`config.mk`:
```
export PLATFORM = sky130hd
export DESIGN_NAME = hu_uart
export DESIGN_NICKNAME = d
export VERILOG_FILES = /design/src/logic/hu_pkg.sv /design/src/logic/hu_stream_if.sv /design/src/logic/hu_fifo2.sv /design/src/logic/hu_tx.sv /design/src/logic/hu_uart.sv
export VERILOG_INCLUDE_DIRS = /design/src /design/src/logic
export SDC_FILE = /design/constraint.sdc
export NUM_CORES = 1
export LEC_CHECK = 0
export BUFFER_PORTS_ARGS = -buffer_cell sky130_fd_sc_hd__buf_4
export CAP_MARGIN = 30
export CELL_PAD_IN_SITES_DETAIL_PLACEMENT = 1
export CELL_PAD_IN_SITES_GLOBAL_PLACEMENT = 2
export CORE_MARGIN = 2
export CORE_UTILIZATION = 38
export CTS_CLUSTER_DIAMETER = 150
export DETAILED_ROUTE_END_ITERATION = 12
export PLACE_DENSITY_LB_ADDON = 0.1
export SYNTH_ARGS = -nofsm -noshare
export SYNTH_HDL_FRONTEND = slang
export SYNTH_SLANG_ARGS = --single-unit
```
`constraint.sdc`:
```
create_clock -name pclk -period 3.4 [get_ports pclk]
set_input_delay 0.34 -clock pclk [delete_from_list [all_inputs] [get_ports pclk]]
set_output_delay 0.34 -clock pclk [all_outputs]
set_load 0.01 [all_outputs]
```
`src/logic/hu_uart_defines.svh`:
```
`ifndef HU_UART_DEFINES_SVH
`define HU_UART_DEFINES_SVH
// Notes on behaviour
// - characters go out on serial_out and come in on serial_in
// - request_to_send_out tells the host whether we can take characters
// - flow control is selectable; when off both handshake lines are ignored
// - both handshake lines are active low: low means ready or permitted
// - bit rate configurable from 1200 bit/s to about 921 kbit/s
// - every frame carries exactly eight data bits
// - parity none, odd or even; appended after data and checked on receive
// - one or two stop bits per frame
// - reset format: 115.2 kbit/s, no flow control, 8 bits, no parity, 1 stop

// clock and bit rates
`define HU_CLK_HZ        25000000
`define HU_BAUD_DEFAULT  115200
`define HU_BAUD_MIN      1200
`define HU_BAUD_MAX      921600
`define HU_DIV_DEFAULT   (`HU_CLK_HZ / `HU_BAUD_DEFAULT)
`define HU_DIV_MIN       (`HU_CLK_HZ / `HU_BAUD_MAX)
`define HU_DIV_MAX       (`HU_CLK_HZ / `HU_BAUD_MIN)

// register byte offsets
`define HU_OFF_CTRL      12'h000
`define HU_OFF_BAUD      12'h004
`define HU_OFF_TXDATA    12'h008
`define HU_OFF_RXDATA    12'h00c
`define HU_OFF_STATUS    12'h010

// control fields and reset value
`define HU_CTRL_FLOW     0
`define HU_CTRL_PAR_LO   1
`define HU_CTRL_PAR_HI   2
`define HU_CTRL_STOP2    3
`define HU_CTRL_RESET    4'h0

// status fields
`define HU_STAT_TXRDY    0
`define HU_STAT_RXVAL    1
`define HU_STAT_PERR     2
`define HU_STAT_FERR     3
`define HU_STAT_OVR      4
`define HU_STAT_TXBUSY   5
`define HU_STAT_CTS      6
`endif

```
`src/logic/hu_pkg.sv`:
```
package hu_pkg;
  typedef enum logic [1:0] {
    HU_PAR_NONE = 2'h0,
    HU_PAR_ODD  = 2'h1,
    HU_PAR_EVEN = 2'h2
  } hu_parity_t;

  // gray coded along idle-start-data-parity-stop-stop2
  typedef enum logic [2:0] {
    HU_ST_IDLE   = 3'h0,
    HU_ST_START  = 3'h1,
    HU_ST_DATA   = 3'h3,
    HU_ST_PARITY = 3'h2,
    HU_ST_STOP   = 3'h6,
    HU_ST_STOP2  = 3'h7
  } hu_state_t;

  // parity bit for a character, shared by transmitter and receiver
  function automatic logic hu_parity_bit(input logic [7:0] d, input hu_parity_t p);
    return (p == HU_PAR_ODD) ? ~^d : ^d;
  endfunction
endpackage

```
`src/logic/hu_stream_if.sv`:
```
`timescale 1ns/1ps
interface hu_stream_if;
  logic       valid;
  logic       ready;
  logic [7:0] data;
  modport src (output valid, output data, input ready);
  modport snk (input valid, input data, output ready);
endinterface

```
`src/logic/hu_fifo2.sv`:
```
`timescale 1ns/1ps
module hu_fifo2 (
  input  wire logic  pclk,
  input  wire logic  presetn,
  hu_stream_if.snk   wr_s,
  hu_stream_if.src   rd_s,
  output logic [1:0] count
);
  import hu_pkg::*;
  logic [7:0] mem_reg [2];
  logic       wr_ptr_reg;
  logic       rd_ptr_reg;
  logic [1:0] cnt_reg;
  logic       push;
  logic       pop;

  // handshakes
  assign wr_s.ready = (cnt_reg != 2'h2);
  assign rd_s.valid = (cnt_reg != 2'h0);
  assign rd_s.data  = mem_reg[rd_ptr_reg];
  assign count      = cnt_reg;
  assign push       = wr_s.valid && wr_s.ready;
  assign pop        = rd_s.valid && rd_s.ready;

  // storage and pointers
  always_ff @(posedge pclk or negedge presetn) begin
    if (!presetn) begin
      mem_reg[0] <= 8'h00;
      mem_reg[1] <= 8'h00;
      wr_ptr_reg <= 1'b0;
      rd_ptr_reg <= 1'b0;
      cnt_reg    <= 2'h0;
    end else begin
      if (push) begin
        mem_reg[wr_ptr_reg] <= wr_s.data;
        wr_ptr_reg          <= ~wr_ptr_reg;
      end
      if (pop) begin
        rd_ptr_reg <= ~rd_ptr_reg;
      end
      if (push && !pop) begin
        cnt_reg <= cnt_reg + 2'h1;
      end else if (pop && !push) begin
        cnt_reg <= cnt_reg - 2'h1;
      end
    end
  end
endmodule

```
`src/logic/hu_tx.sv`:
```
`timescale 1ns/1ps
module hu_tx (
  input  wire logic              pclk,
  input  wire logic              presetn,
  hu_stream_if.snk               in_s,
  input  wire logic [15:0]       div,
  input  wire hu_pkg::hu_parity_t parity,
  input  wire logic              two_stop,
  input  wire logic              send_ok,
  output logic                   serial_out,
  output logic                   busy
);
  import hu_pkg::*;
  hu_state_t  state_reg;
  logic [15:0] cnt_reg;
  logic [2:0]  bit_reg;
  logic [7:0]  shift_reg;
  logic        par_reg;
  logic        par_on_reg;
  logic        stop2_reg;

  // take a character only when idle and the host permits
  assign in_s.ready = (state_reg == HU_ST_IDLE) && send_ok;
  assign busy       = (state_reg != HU_ST_IDLE);

  // frame sequencer: start, eight data lsb first, parity, stop bits
  always_ff @(posedge pclk or negedge presetn) begin
    if (!presetn) begin
      state_reg  <= HU_ST_IDLE;
      cnt_reg    <= 16'h0000;
      bit_reg    <= 3'h0;
      shift_reg  <= 8'h00;
      par_reg    <= 1'b0;
      par_on_reg <= 1'b0;
      stop2_reg  <= 1'b0;
      serial_out <= 1'b1;
    end else if (state_reg == HU_ST_IDLE) begin
      serial_out <= 1'b1;
      if (in_s.valid && in_s.ready) begin
        shift_reg  <= in_s.data;
        par_reg    <= hu_parity_bit(in_s.data, parity);
        par_on_reg <= (parity == HU_PAR_ODD) || (parity == HU_PAR_EVEN);
        stop2_reg  <= two_stop;
        serial_out <= 1'b0;
        cnt_reg    <= div - 16'h0001;
        state_reg  <= HU_ST_START;
      end
    end else if (cnt_reg != 16'h0000) begin
      cnt_reg <= cnt_reg - 16'h0001;
    end else begin
      cnt_reg <= div - 16'h0001;
      case (state_reg)
        HU_ST_START: begin
          serial_out <= shift_reg[0];
          shift_reg  <= {1'b0, shift_reg[7:1]};
          bit_reg    <= 3'h0;
          state_reg  <= HU_ST_DATA;
        end
        HU_ST_DATA: begin
          if (bit_reg == 3'h7) begin
            serial_out <= par_on_reg ? par_reg : 1'b1;
            state_reg  <= par_on_reg ? HU_ST_PARITY : HU_ST_STOP;
          end else begin
            serial_out <= shift_reg[0];
            shift_reg  <= {1'b0, shift_reg[7:1]};
            bit_reg    <= bit_reg + 3'h1;
          end
        end
        HU_ST_PARITY: begin
          serial_out <= 1'b1;
          state_reg  <= HU_ST_STOP;
        end
        HU_ST_STOP: begin
          state_reg <= stop2_reg ? HU_ST_STOP2 : HU_ST_IDLE;
        end
        default: begin
          state_reg <= HU_ST_IDLE;
        end
      endcase
    end
  end
endmodule

```
`src/logic/hu_uart.sv`:
```
`timescale 1ns/1ps
`include "hu_uart_defines.svh"
module hu_uart (
  input  wire logic        pclk,
  input  wire logic        presetn,
  input  wire logic        psel,
  input  wire logic        penable,
  input  wire logic        pwrite,
  input  wire logic [11:0] paddr,
  input  wire logic [31:0] pwdata,
  output logic [31:0]      prdata,
  output logic             pready,
  output logic             pslverr,
  output logic             serial_out,
  input  wire logic        serial_in,
  output logic             request_to_send_out,
  input  wire logic        clear_to_send_in
);
  import hu_pkg::*;

  // address match, used for every register
  function automatic logic hu_hit(input logic [11:0] a, input logic [11:0] off);
    return a == off;
  endfunction

  hu_stream_if tx_wr_if ();
  hu_stream_if tx_rd_if ();
  hu_stream_if rx_wr_if ();
  hu_stream_if rx_rd_if ();

  logic        acc;
  logic        setup;
  logic        mapped;
  logic        wr_ok;
  logic        hit_ctrl;
  logic        hit_baud;
  logic        hit_tx;
  logic        hit_rx;
  logic        hit_stat;
  logic        flow_en_reg;
  hu_parity_t  parity_reg;
  logic        stop2_reg;
  logic [15:0] div_reg;
  logic [15:0] div_next;
  logic [31:0] rd_next;
  logic [31:0] prdata_reg;
  logic        perr_flag_reg;
  logic        ferr_flag_reg;
  logic        ovr_flag_reg;
  logic        rx_meta_reg;
  logic        rx_sync_reg;
  logic        cts_meta_reg;
  logic        cts_sync_reg;
  logic        send_ok;
  logic        tx_busy;
  logic [1:0]  rx_count;
  hu_state_t   rx_state_reg;
  logic [15:0] rx_cnt_reg;
  logic [2:0]  rx_bit_reg;
  logic [7:0]  rx_shift_reg;
  hu_parity_t  rx_par_reg;
  logic        rx_perr_reg;
  logic        rx_push_reg;
  logic [7:0]  rx_data_reg;
  logic        rx_push_perr_reg;
  logic        rx_push_ferr_reg;
  logic        rts_reg;

  // apb decode
  assign setup    = psel && !penable;
  assign acc      = psel && penable;
  assign hit_ctrl = hu_hit(paddr, `HU_OFF_CTRL);
  assign hit_baud = hu_hit(paddr, `HU_OFF_BAUD);
  assign hit_tx   = hu_hit(paddr, `HU_OFF_TXDATA);
  assign hit_rx   = hu_hit(paddr, `HU_OFF_RXDATA);
  assign hit_stat = hu_hit(paddr, `HU_OFF_STATUS);
  assign mapped   = hit_ctrl || hit_baud || hit_tx || hit_rx || hit_stat;

  // transmit data enters the buffer; a full buffer holds the bus in access
  assign tx_wr_if.valid = acc && pwrite && hit_tx;
  assign tx_wr_if.data  = pwdata[7:0];
  assign pready         = !(tx_wr_if.valid && !tx_wr_if.ready);
  assign pslverr        = acc && !mapped;
  assign wr_ok          = acc && pwrite && pready && mapped;
  assign prdata         = prdata_reg;

  // receive data leaves the buffer on a completed read of the data register
  assign rx_rd_if.ready = acc && !pwrite && hit_rx;

  // clamp the divisor to the supported bit-rate range
  always_comb begin
    div_next = pwdata[15:0];
    if (pwdata[15:0] < 16'(`HU_DIV_MIN)) begin
      div_next = 16'(`HU_DIV_MIN);
    end else if (pwdata[15:0] > 16'(`HU_DIV_MAX)) begin
      div_next = 16'(`HU_DIV_MAX);
    end
  end

  // format and rate configuration
  always_ff @(posedge pclk or negedge presetn) begin
    if (!presetn) begin
      flow_en_reg <= 1'(`HU_CTRL_RESET >> `HU_CTRL_FLOW);
      parity_reg  <= HU_PAR_NONE;
      stop2_reg   <= 1'b0;
      div_reg     <= 16'(`HU_DIV_DEFAULT);
    end else if (wr_ok && hit_ctrl) begin
      flow_en_reg <= pwdata[`HU_CTRL_FLOW];
      parity_reg  <= hu_parity_t'(pwdata[`HU_CTRL_PAR_HI:`HU_CTRL_PAR_LO]);
      stop2_reg   <= pwdata[`HU_CTRL_STOP2];
    end else if (wr_ok && hit_baud) begin
      div_reg <= div_next;
    end
  end

  // read mux
  always_comb begin
    rd_next = 32'h0000_0000;
    case (1'b1)
      hit_ctrl: begin
        rd_next[`HU_CTRL_FLOW]                   = flow_en_reg;
        rd_next[`HU_CTRL_PAR_HI:`HU_CTRL_PAR_LO] = parity_reg;
        rd_next[`HU_CTRL_STOP2]                  = stop2_reg;
      end
      hit_baud: begin
        rd_next[15:0] = div_reg;
      end
      hit_rx: begin
        rd_next[7:0] = rx_rd_if.valid ? rx_rd_if.data : 8'h00;
      end
      hit_stat: begin
        rd_next[`HU_STAT_TXRDY]  = tx_wr_if.ready;
        rd_next[`HU_STAT_RXVAL]  = rx_rd_if.valid;
        rd_next[`HU_STAT_PERR]   = perr_flag_reg;
        rd_next[`HU_STAT_FERR]   = ferr_flag_reg;
        rd_next[`HU_STAT_OVR]    = ovr_flag_reg;
        rd_next[`HU_STAT_TXBUSY] = tx_busy;
        rd_next[`HU_STAT_CTS]    = cts_sync_reg;
      end
      default: begin
        rd_next = 32'h0000_0000;
      end
    endcase
  end

  // read data is captured in the setup phase and held through access
  always_ff @(posedge pclk or negedge presetn) begin
    if (!presetn) begin
      prdata_reg <= 32'h0000_0000;
    end else if (setup) begin
      prdata_reg <= rd_next;
    end
  end

  // sticky error flags, write one to clear, a new event beats the clear
  always_ff @(posedge pclk or negedge presetn) begin
    if (!presetn) begin
      perr_flag_reg <= 1'b0;
      ferr_flag_reg <= 1'b0;
      ovr_flag_reg  <= 1'b0;
    end else begin
      perr_flag_reg <= (perr_flag_reg && !(wr_ok && hit_stat && pwdata[`HU_STAT_PERR]))
                       || (rx_push_reg && rx_push_perr_reg);
      ferr_flag_reg <= (ferr_flag_reg && !(wr_ok && hit_stat && pwdata[`HU_STAT_FERR]))
                       || (rx_push_reg && rx_push_ferr_reg);
      ovr_flag_reg  <= (ovr_flag_reg && !(wr_ok && hit_stat && pwdata[`HU_STAT_OVR]))
                       || (rx_push_reg && !rx_wr_if.ready);
    end
  end

  // pin synchronisers, idle high
  always_ff @(posedge pclk or negedge presetn) begin
    if (!presetn) begin
      rx_meta_reg  <= 1'b1;
      rx_sync_reg  <= 1'b1;
      cts_meta_reg <= 1'b1;
      cts_sync_reg <= 1'b1;
    end else begin
      rx_meta_reg  <= serial_in;
      rx_sync_reg  <= rx_meta_reg;
      cts_meta_reg <= clear_to_send_in;
      cts_sync_reg <= cts_meta_reg;
    end
  end

  // permission to start a character: low cts, or flow control off
  assign send_ok = !flow_en_reg || !cts_sync_reg;

  // receiver: detect start, sample each bit at its middle
  always_ff @(posedge pclk or negedge presetn) begin
    if (!presetn) begin
      rx_state_reg     <= HU_ST_IDLE;
      rx_cnt_reg       <= 16'h0000;
      rx_bit_reg       <= 3'h0;
      rx_shift_reg     <= 8'h00;
      rx_par_reg       <= HU_PAR_NONE;
      rx_perr_reg      <= 1'b0;
      rx_push_reg      <= 1'b0;
      rx_data_reg      <= 8'h00;
      rx_push_perr_reg <= 1'b0;
      rx_push_ferr_reg <= 1'b0;
    end else begin
      rx_push_reg <= 1'b0;
      if (rx_state_reg == HU_ST_IDLE) begin
        if (!rx_sync_reg) begin
          rx_cnt_reg   <= div_reg >> 1;
          rx_par_reg   <= parity_reg;
          rx_perr_reg  <= 1'b0;
          rx_state_reg <= HU_ST_START;
        end
      end else if (rx_cnt_reg != 16'h0000) begin
        rx_cnt_reg <= rx_cnt_reg - 16'h0001;
      end else begin
        rx_cnt_reg <= div_reg - 16'h0001;
        case (rx_state_reg)
          HU_ST_START: begin
            rx_bit_reg   <= 3'h0;
            rx_state_reg <= rx_sync_reg ? HU_ST_IDLE : HU_ST_DATA;
          end
          HU_ST_DATA: begin
            rx_shift_reg <= {rx_sync_reg, rx_shift_reg[7:1]};
            rx_bit_reg   <= rx_bit_reg + 3'h1;
            if (rx_bit_reg == 3'h7) begin
              rx_state_reg <= (rx_par_reg == HU_PAR_NONE || rx_par_reg == 2'h3) ?
                              HU_ST_STOP : HU_ST_PARITY;
            end
          end
          HU_ST_PARITY: begin
            rx_perr_reg  <= rx_sync_reg != hu_parity_bit(rx_shift_reg, rx_par_reg);
            rx_state_reg <= HU_ST_STOP;
          end
          HU_ST_STOP: begin
            rx_push_reg      <= 1'b1;
            rx_data_reg      <= rx_shift_reg;
            rx_push_perr_reg <= rx_perr_reg;
            rx_push_ferr_reg <= !rx_sync_reg;
            rx_state_reg     <= HU_ST_IDLE;
          end
          default: begin
            rx_state_reg <= HU_ST_IDLE;
          end
        endcase
      end
    end
  end

  assign rx_wr_if.valid = rx_push_reg;
  assign rx_wr_if.data  = rx_data_reg;

  // request to send: high (not ready) once the receive buffer holds a word
  always_ff @(posedge pclk or negedge presetn) begin
    if (!presetn) begin
      rts_reg <= 1'b0;
    end else begin
      rts_reg <= flow_en_reg && (rx_count != 2'h0);
    end
  end
  assign request_to_send_out = rts_reg;

  hu_fifo2 u_tx_buf (
    .pclk    (pclk),
    .presetn (presetn),
    .wr_s    (tx_wr_if),
    .rd_s    (tx_rd_if),
    .count   ()
  );

  hu_tx u_tx (
    .pclk       (pclk),
    .presetn    (presetn),
    .in_s       (tx_rd_if),
    .div        (div_reg),
    .parity     (parity_reg),
    .two_stop   (stop2_reg),
    .send_ok    (send_ok),
    .serial_out (serial_out),
    .busy       (tx_busy)
  );

  hu_fifo2 u_rx_buf (
    .pclk    (pclk),
    .presetn (presetn),
    .wr_s    (rx_wr_if),
    .rd_s    (rx_rd_if),
    .count   (rx_count)
  );
endmodule

```
Yosys cells after proc, flatten, opt, wreduce, memory -nomap -nowiden
Index checks and enable logic that the tools add are counted.
Widths: inputs -> output; s select.
{ "totals": {"ff_bits": 162} }
{ "classes": {"muxes": 75, "add_sub_neg": 9, "order_cmp": 8, "n_bitwise": 14, "n_eq_ne": 29, "reduce_logical": 92} }
{ "ops": {"columns": ["operator", "count"], "rows": [
  ["$mux 16", 8],
  ["$mux 8", 15],
  ["$mux 3", 16],
  ["$sub 16x1->16 const B", 3],
  ["$logic_and 1x1->1", 34],
  ["$bwmux 16", 2],
  ["$reduce_bool 16->1", 2],
  ["$eq 12x4->1 const B", 2],
  ["$reduce_and 3->1", 6],
  ["$mux 1", 17],
  ["$demux 8 s1", 2],
  ["$gt 16x15->1 const B", 1],
  ["$logic_not 1->1", 16],
  ["$lt 16x5->1 const B", 1],
  ["$mux 4", 4],
  ["$pmux 8 s2", 1],
  ["$reduce_xnor 8->1", 2],
  ["$reduce_xor 8->1", 2],
  ["$reduce_bool 2->1", 7],
  ["$eq 12x3->1 const B", 1],
  ["$eq 12x5->1 const B", 1],
  ["$eq 3x2->1 const B", 4],
  ["$eq 3x3->1 const B", 4],
  ["$logic_not 12->1", 1],
  ["28 further kinds", 75]
]} }

Depth between registers and ports, before layout
Gate-level depths: netlist of run 1.
{ "depth": {"word_depth": 12, "depth_mapped": 10, "ltp_nobuf": 8} }

By module
From an unflattened synthesis of run 1, not the netlist that was laid out.
{ "unflattened": {"cells_unflattened": 885, "area_unflattened_um2": 8991.1} }
{ "by_module_without_submodules": {"columns": ["module", "area_each_um2", "n_inst", "cells_each", "seq_area_each_um2"], "rows": [
  ["hu_uart", 4728.3, 1, 489, 2213.4],
  ["hu_tx", 2323.5, 1, 276, 852.1],
  ["hu_fifo2", 969.7, 2, 60, 500.5]
]} }

Least setup slack after synthesis of run 1
OpenSTA, ideal clock, no wires.
{ "synth_path": {"path_type": "register to register", "start": "register u_tx.cnt_reg[0]", "end": "register u_tx.shift_reg[0]", "period_less_slack_ps": 2349, "slack_ps": 1051, "stages_incl_launch_ff": 9, "setup_ps": 125, "t_arrival_ps": 2225, "cell_sequence": "dfrtp_1 inv_1 ha_1 nor3b_1 nand4_1 or4_1 clkbuf_1 o22ai_2 mux2_2"} }
{ "synth_via": {"elab_chain_cells": 3} }
{ "synth_rtl": {"columns": ["element", "line_no", "source"], "rows": [
  ["start, declared", "hu_tx.sv:15", "logic [15:0] cnt_reg;"],
  ["start signal, assigned", "hu_tx.sv:45", "cnt_reg <= div - 16'h0001;"],
  ["start signal, assigned", "hu_tx.sv:49", "cnt_reg <= cnt_reg - 16'h0001;"],
  ["start signal, assigned", "hu_tx.sv:51", "cnt_reg <= div - 16'h0001;"],
  ["$reduce_bool 16->1", "hu_tx.sv:48", "end else if (cnt_reg != 16'h0000) begin"],
  ["$ne 2x1->1 (no source line)", null, null],
  ["$reduce_and 4->1 (no source line)", null, null],
  ["end signal, assigned", "hu_tx.sv:40", "shift_reg <= in_s.data;"],
  ["end signal, assigned", "hu_tx.sv:55", "shift_reg <= {1'b0, shift_reg[7:1]};"],
  ["end signal, assigned", "hu_tx.sv:65", "shift_reg <= {1'b0, shift_reg[7:1]};"],
  ["end, declared", "hu_tx.sv:17", "logic [7:0] shift_reg;"]
]} }
No other way between the ends.
A chain may end at the register's enable or synchronous reset.

Worst setup path after layout of run 1
{ "layout_path": {"start": "register rx_cnt_reg[11]", "end": "register rx_data_reg[5]"} }
{ "layout_via": {"elab_chain_cells": 3} }
{ "layout_rtl": {"columns": ["element", "line_no", "source"], "rows": [
  ["start, declared", "hu_uart.sv:58", "logic [15:0] rx_cnt_reg;"],
  ["start signal, assigned", "hu_uart.sv:206", "rx_cnt_reg <= div_reg >> 1;"],
  ["start signal, assigned", "hu_uart.sv:212", "rx_cnt_reg <= rx_cnt_reg - 16'h0001;"],
  ["start signal, assigned", "hu_uart.sv:214", "rx_cnt_reg <= div_reg - 16'h0001;"],
  ["$reduce_bool 16->1", "hu_uart.sv:211", "end else if (rx_cnt_reg != 16'h0000) begin"],
  ["$not 1->1 (no source line)", null, null],
  ["$reduce_and 3->1 (no source line)", null, null],
  ["end signal, assigned", "hu_uart.sv:234", "rx_data_reg <= rx_shift_reg;"],
  ["end, declared", "hu_uart.sv:64", "logic [7:0] rx_data_reg;"]
]} }
No other way between the ends.

==> metrics.cfg, run 1 <==
[sta]
final_max_slew_viol_count=0
finalSetupViolCount=0
holdWs_ns=0.171
finClkSkew_ns=0.0106
rsz0062_at_grt=false
fmax_ghz=0.361
tightest_slew_ns=0.966
timing.final.crit_share=0.814
post-route-min-period_ns=2.77
finalHoldViolCount=0
slew_headroom=0.356
tns_ns=0

[clocking]
clk_latency_ns=0.44
hold_buffers=3
cts_resized=0
clockRootBuffer=clkbuf_16
clk_path_buf_depth=2
htree_levels=4
cts_tree=yes
post_cts.repair.setup_buffers=0
cts_buffers=17
cts_sinks=162
clk_pin_slew_ns=0.06

[floorplan]
core-area_mm2=0.0220
rows=54
dieArea_mm2=0.0237
fp.dieW_um=154
io_pins=87
die_y_um=154
start_util=0.389

[cells_and_area]
layout.cells.non_filler=1197
stdcell_area_mm2=0.00980
syn2layout_area_growth_pct=14.6
finalNetCount=968
utilization=0.446
layout-drive-gt1-share=0.202
antennaDiodeCount=0

[critical_path]
r2r_cells=5
reg2reg_to=rx_data_reg[5]$_DFFE_PN0P_
critPathCaptureType=flop
setup.worst_path.start_class=flop
r2r_start=rx_cnt_reg[11]$_DFFE_PN0P_
cp_max_fo=11
worstPathArrival_ns=3.08
worstPathRequired_ns=3.72
reg2reg_slack_ns=0.63
criticalPathCategory=reg -> reg

[global_routing]
grt.total_usage=0.217
grt_pass1_vias=7181
grt_pass1_wl_um=40200
grt_start_max_net_pins=81
gr-total-overflow=0
antenna_found_initial=0

[synth]
synth_ff_type=dfrtp_1
synth.area.top_cells=dfrtp_1 (45%), mux2_2 (8.0%), nand2_1 (4.3%), xnor2_1 (3.7%), o21ai_0 (3.5%)
ys_ff_latch=162
synth_top_area_share=0.445
synthTopCellsByCount=dfrtp_1 (152), nand2_1 (98), nor2_1 (69)
synth_most_common_cell=dfrtp_1
syn_area_per_cell_um2=10.0
synth_warnings=0
syn_inst=854
synth_area_mm2=0.00855
async_flop_share=1.00
synth_edf_count=0
synth_seq_area_share=0.476
yosys.area.top_type=dfrtp_1
ys_types=67

[power]
p_sw_w=0.00194
p_leak_nw=4.48
p_comb_frac=0.234
power_frac_seq=0.439
p_int_w=0.00380
p_sw_frac=0.338
clockPowerShare=0.328
p_per_area_mw_per_mm2=586
vdd_drop_max_mv=0.300

[status]
status=complete, no violations

[hold_path]
min-delay-start=pwdata[10]
hold_path_class=in -> reg
min_to=div_reg[10]$_DFFE_PN0P_
hold-path-cell-count=2

[detailed_routing]
routedWlPerCell_um=20.4
final_antenna_net_count=0
vias=6747
dr.pass1.iters=5
drc=0
routed_wl_um=24400
viasPerCell=5.64
initialDrtViolationCount=337

[place]
gp_congestion=0.867
placed_area_mm2=0.00920
dp_cells=1162
io_buffers=54
dpl.hpwl_um=17800

[job]
cap_viol_max_count=0

stage by stage:
| step | setup WS [ns] | total power (W) |
|---|---|---|
| floorplan | 1.05 | 0.00346 |
| global route | 0.489 | 0.00610 |
| detailed placement | 0.618 | 0.00389 |
| CTS | 0.613 | 0.00581 |
| global placement | 0.707 | 0.00380 |
| finish | 0.632 | 0.00574 |
layout make-up:
type	count	area, um^2
fillers	2424	12200
clock inverters	14	126
well taps	280	350
flip-flops and latches	162	4070
multi-input cells	631	4180
inverters	22	82.6
clock buffers	18	439
repair buffers	70	549
cells by family after synthesis:
group / after synthesis / share of synthesized area
buffers and inverters: 76 / 0.0413
flip-flops: 162 / 0.476
XOR/XNOR: 47 / 0.0482
AO/OA/AOI/OAI: 186 / 0.144
AND/OR/NAND/NOR: 284 / 0.162
adder cells (fa/ha/maj): 13 / 0.0190
multiplexers: 85 / 0.108
other: 1 / 0.000439
cells in the final DEF (no fill, tap or decap), drive strengths merged, types with 17 or more instances in the layout:
cell	n
nor3	27
inv	27
clkbuf	18
nand3	17
nand2	98
nor2	70
a22o	21
xnor2	36
buf	67
mux2	61
mux2i	24
a21oi	36
dfrtp	152
o21ai	61
power groups by stage:
stage	sequential, W	combinational [W]	clock (W)
4_1_cts	0.00251	0.00136	0.00194
6_report	0.00252	0.00134	0.00188
2_1_floorplan	0.00241	0.00105	0
5_1_grt	0.00256	0.00152	0.00202
3_3_place_gp	0.00252	0.00128	0
3_5_place_dp	0.00255	0.00134	0
critical path, stage by stage, from the launching register on:
cell and delay [ns]:
dfrtp_1 0.42, or2_1 0.29, or4_4 0.47, nor4_4 0.42, nand4b_1 0.59, mux2_2 0.47
routing by layer:
metal	global-route usage	wire length (um)	part of all wire
met1	0.279	11100	0.45
met2	0.380	12300	0.51
met3	0.0330	556	0.023
met4	0.0623	432	0.018
met5	0	0	0
worst max path at each step:
stage / slack, ns / from / endpoint
after floorplan: 1.05 / u_tx.cnt_reg[0]$_DFFE_PN0P_ / u_tx.shift_reg[0]$_DFFE_PN0P_
after global placement: 0.71 / rx_cnt_reg[11]$_DFFE_PN0P_ / rx_data_reg[0]$_DFFE_PN0P_
after detailed placement: 0.62 / rx_cnt_reg[11]$_DFFE_PN0P_ / rx_data_reg[7]$_DFFE_PN0P_
after CTS: 0.61 / rx_cnt_reg[11]$_DFFE_PN0P_ / rx_data_reg[5]$_DFFE_PN0P_
after global routing: 0.49 / rx_cnt_reg[7]$_DFFE_PN0P_ / rx_data_reg[1]$_DFFE_PN0P_
final: 0.63 / rx_cnt_reg[11]$_DFFE_PN0P_ / rx_data_reg[5]$_DFFE_PN0P_
No activity file was read; power rests on OpenSTA's default activity.
==> inputs of run 2 (changes only) <==
--- a/config.mk
+++ b/config.mk
@@ -11,7 +11,7 @@
 export CELL_PAD_IN_SITES_DETAIL_PLACEMENT = 1
 export CELL_PAD_IN_SITES_GLOBAL_PLACEMENT = 2
 export CORE_MARGIN = 2
-export CORE_UTILIZATION = 38
+export CORE_UTILIZATION = 34
 export CTS_CLUSTER_DIAMETER = 150
 export DETAILED_ROUTE_END_ITERATION = 12
 export PLACE_DENSITY_LB_ADDON = 0.1
==> constraint.sdc (replaced) <==
create_clock -name pclk -period 2.4 [get_ports pclk]
set_input_delay 0.24 -clock pclk [delete_from_list [all_inputs] [get_ports pclk]]
set_output_delay 0.24 -clock pclk [all_outputs]
set_load 0.01 [all_outputs]
==> run 2 against run 1 <==
- flip-flop and latch count is the same
- utilization decreased by 3.2 points
- final cell count grew 8.0%
- largest cell class unchanged
- count of clock-buffer cells in the layout fell by 1
- critical path depth rose by 2
- clock power grew 52%
- register-to-register slack lost 0.57 ns
- hold slack lost 0.13 ns
- die area grew 11%
- largest power group unchanged
- sequential power rose by 38%
- non-clock buffer count grew 46
- power is 51% higher
==> metrics.cfg, run 2 (same netlist as run 1, synthesis figures left out) <==
[floorplan]
rows=58  ; +7.4%
core-area_mm2=0.0250  ; +14%
dieArea_mm2=0.0264  ; +11%
die_y_um=163  ; +5.6%
fp.dieW_um=163  ; +5.6%
start_util=0.342  ; -0.0469
io_pins=87  ; unchanged

[sta]
worst_slack_ns=0.0612  ; -0.571 ns
finClkSkew_ns=0.0163  ; +0.00571 ns
timing.final.crit_share=0.975  ; +0.160
post-route-min-period_ns=2.34  ; -0.429 ns
tns_ns=0  ; unchanged
final_max_slew_viol_count=0  ; unchanged
rsz0062_at_grt=true
fmax_ghz=0.428  ; +18%
finalHoldViolCount=0  ; unchanged
finalSetupViolCount=0  ; unchanged
tightest_slew_ns=0.496  ; -0.470 ns
slew_headroom=0.668  ; +0.312
holdWs_ns=0.0455  ; -0.126 ns

[place]
dp_slack_ns=0.0196  ; -0.599 ns
gp_congestion=0.840  ; -3.1%
dpl.hpwl_um=19400  ; +9.0%
placed_area_mm2=0.00963  ; +4.6%
io_buffers=54  ; unchanged

[job]
cap_viol_max_count=0  ; unchanged

[detailed_routing]
final_antenna_net_count=0  ; unchanged
vias=6792  ; +0.67%
routedWlPerCell_um=19.7  ; -3.6%
drc=0  ; unchanged
routed_wl_um=25400  ; +4.1%
initialDrtViolationCount=300  ; -11%
dr.pass1.iters=4  ; -1
viasPerCell=5.25  ; -6.8%

[critical_path]
worstPathRequired_ns=2.73  ; -0.99 ns
critPathBufInv=2  ; +2
setup.worst_path.start_class=flop
worstPathArrival_ns=2.66  ; -0.42 ns
critPathTopFamily=simple AND/OR/NAND/NOR gates
cp_max_fo=9  ; -2
r2r_cells=7  ; +2
crit_chain=or2_1, or4_4, nor4_4, buf_4, buf_4, nand3_4, mux2_2
cp_num_cells=7  ; +2
cp_slowest_cell=or4_4
r2r_start=rx_cnt_reg[11]$_DFFE_PN0P_
startpoint=rx_cnt_reg[11]$_DFFE_PN0P_
criticalPathCategory=reg -> reg
cpPeakStageDelay_ns=0.47  ; -0.12 ns
path_common_cell=buf_4
critPathCaptureType=flop

[cells_and_area]
syn2layout_area_growth_pct=21.0
antennaDiodeCount=0  ; unchanged
stdcell_area_mm2=0.0103  ; +5.6%
layout-drive-gt1-share=0.250  ; +0.0485
final_cell_mix=dfrtp_1 (152), buf_4 (108), nand2_1 (97), nor2_1 (68), mux2_2 (61)
n_fill_cell=2845  ; +17%
mostFrequentLayoutCell=dfrtp_1
finalNetCount=1014  ; +4.8%

[global_routing]
antenna_found_initial=0  ; unchanged
grt_pass1_vias=7387  ; +2.9%
grt_pass1_wl_um=41500  ; +3.3%
grt_start_max_net_pins=48  ; -41%
gr-total-overflow=0  ; unchanged
grt.total_usage=0.203  ; -0.0140

[status]
status=complete, no violations

[power]
power.total_w=0.00865  ; +51%
p_per_area_mw_per_mm2=836  ; +43%
vdd_drop_max_mv=0.359  ; +20%
p_leak_nw=4.74  ; +6.0%

[clocking]
clk_pin_slew_ns=0.08  ; +0.02 ns
htree_levels=4  ; unchanged
cts_tree=yes
clockRootBuffer=clkbuf_16
cts_sinks=162  ; unchanged
clk_latency_ns=0.44  ; about the same
cts_buffers=17  ; unchanged
clk_path_buf_depth=2  ; unchanged

[hold_path]
hold-path-cell-count=2  ; unchanged
min-delay-start=pwdata[9]
hold_path_class=in -> reg

==> run 2: changes by cell type in the layout (fill, tap and decap cells not counted), sizes merged <==
cell	change
bufinv	-1
buf	+46
clkinvlp	-2
clkinv	+3
clkbuf	-1
inv	+1
==> run 2: area by class of cell <==
cell class	count	area, um^2	area share
repair buffers	116	923	0.0893
clock inverters	15	201	0.0195
clock buffers	17	425	0.0411
flip-flops and latches	162	4070	0.393
well taps	330	413	0.0399
multi-input cells	631	4230	0.409
inverters	22	82.6	0.00798
==> run 2: power breakdown <==
part / internal [W] / switching [W]
Sequential: 0.00309 / 0.000380
Combinational: 0.00104 / 0.00128
Clock: 0.00144 / 0.00142
Total: 0.00557 / 0.00308
==> run 2: per-layer routing <==
metal / part of all wire / track usage / wire length, um
met1: 0.46 / 0.265 / 11700
met2: 0.50 / 0.353 / 12700
met3: 0.028 / 0.0369 / 711
met4: 0.0097 / 0.0447 / 247
met5: 0 / 0 / 0
==> run 2: stage by stage <==
stage,instances,utilization
6_report,1293,0.414
5_1_grt,1293,0.414
4_1_cts,1292,0.412
3_5_place_dp,1257,0.386
3_3_place_gp,1257,0.386
2_1_floorplan,869,-
==> run 2: worst paths after layout <==
kind | to | slack, ns
max | rx_shift_reg[5]$_DFFE_PN0P_ | 0.06
min | div_reg[9]$_DFFE_PN0P_ | 0.05
max reg2reg | rx_shift_reg[5]$_DFFE_PN0P_ | 0.06
min reg2reg | cts_sync_reg$_DFF_PN1_ | 0.36
max in group asynchronous | cts_meta_reg$_DFF_PN1_ | 1.28
min in group asynchronous | u_tx.bit_reg[1]$_DFFE_PN0P_ | 0.30
==> run 2: timing repair <==
action | in CTS | in global routing
setup endpoints to repair | 2 | 33
cloned | 0 | 0
endpoints found under the hold margin | 36 | 0
hold buffers | 3 | 0
buffers inserted | 0 | 1
pin swaps | 1 | 2
resized for setup | 0 | 14
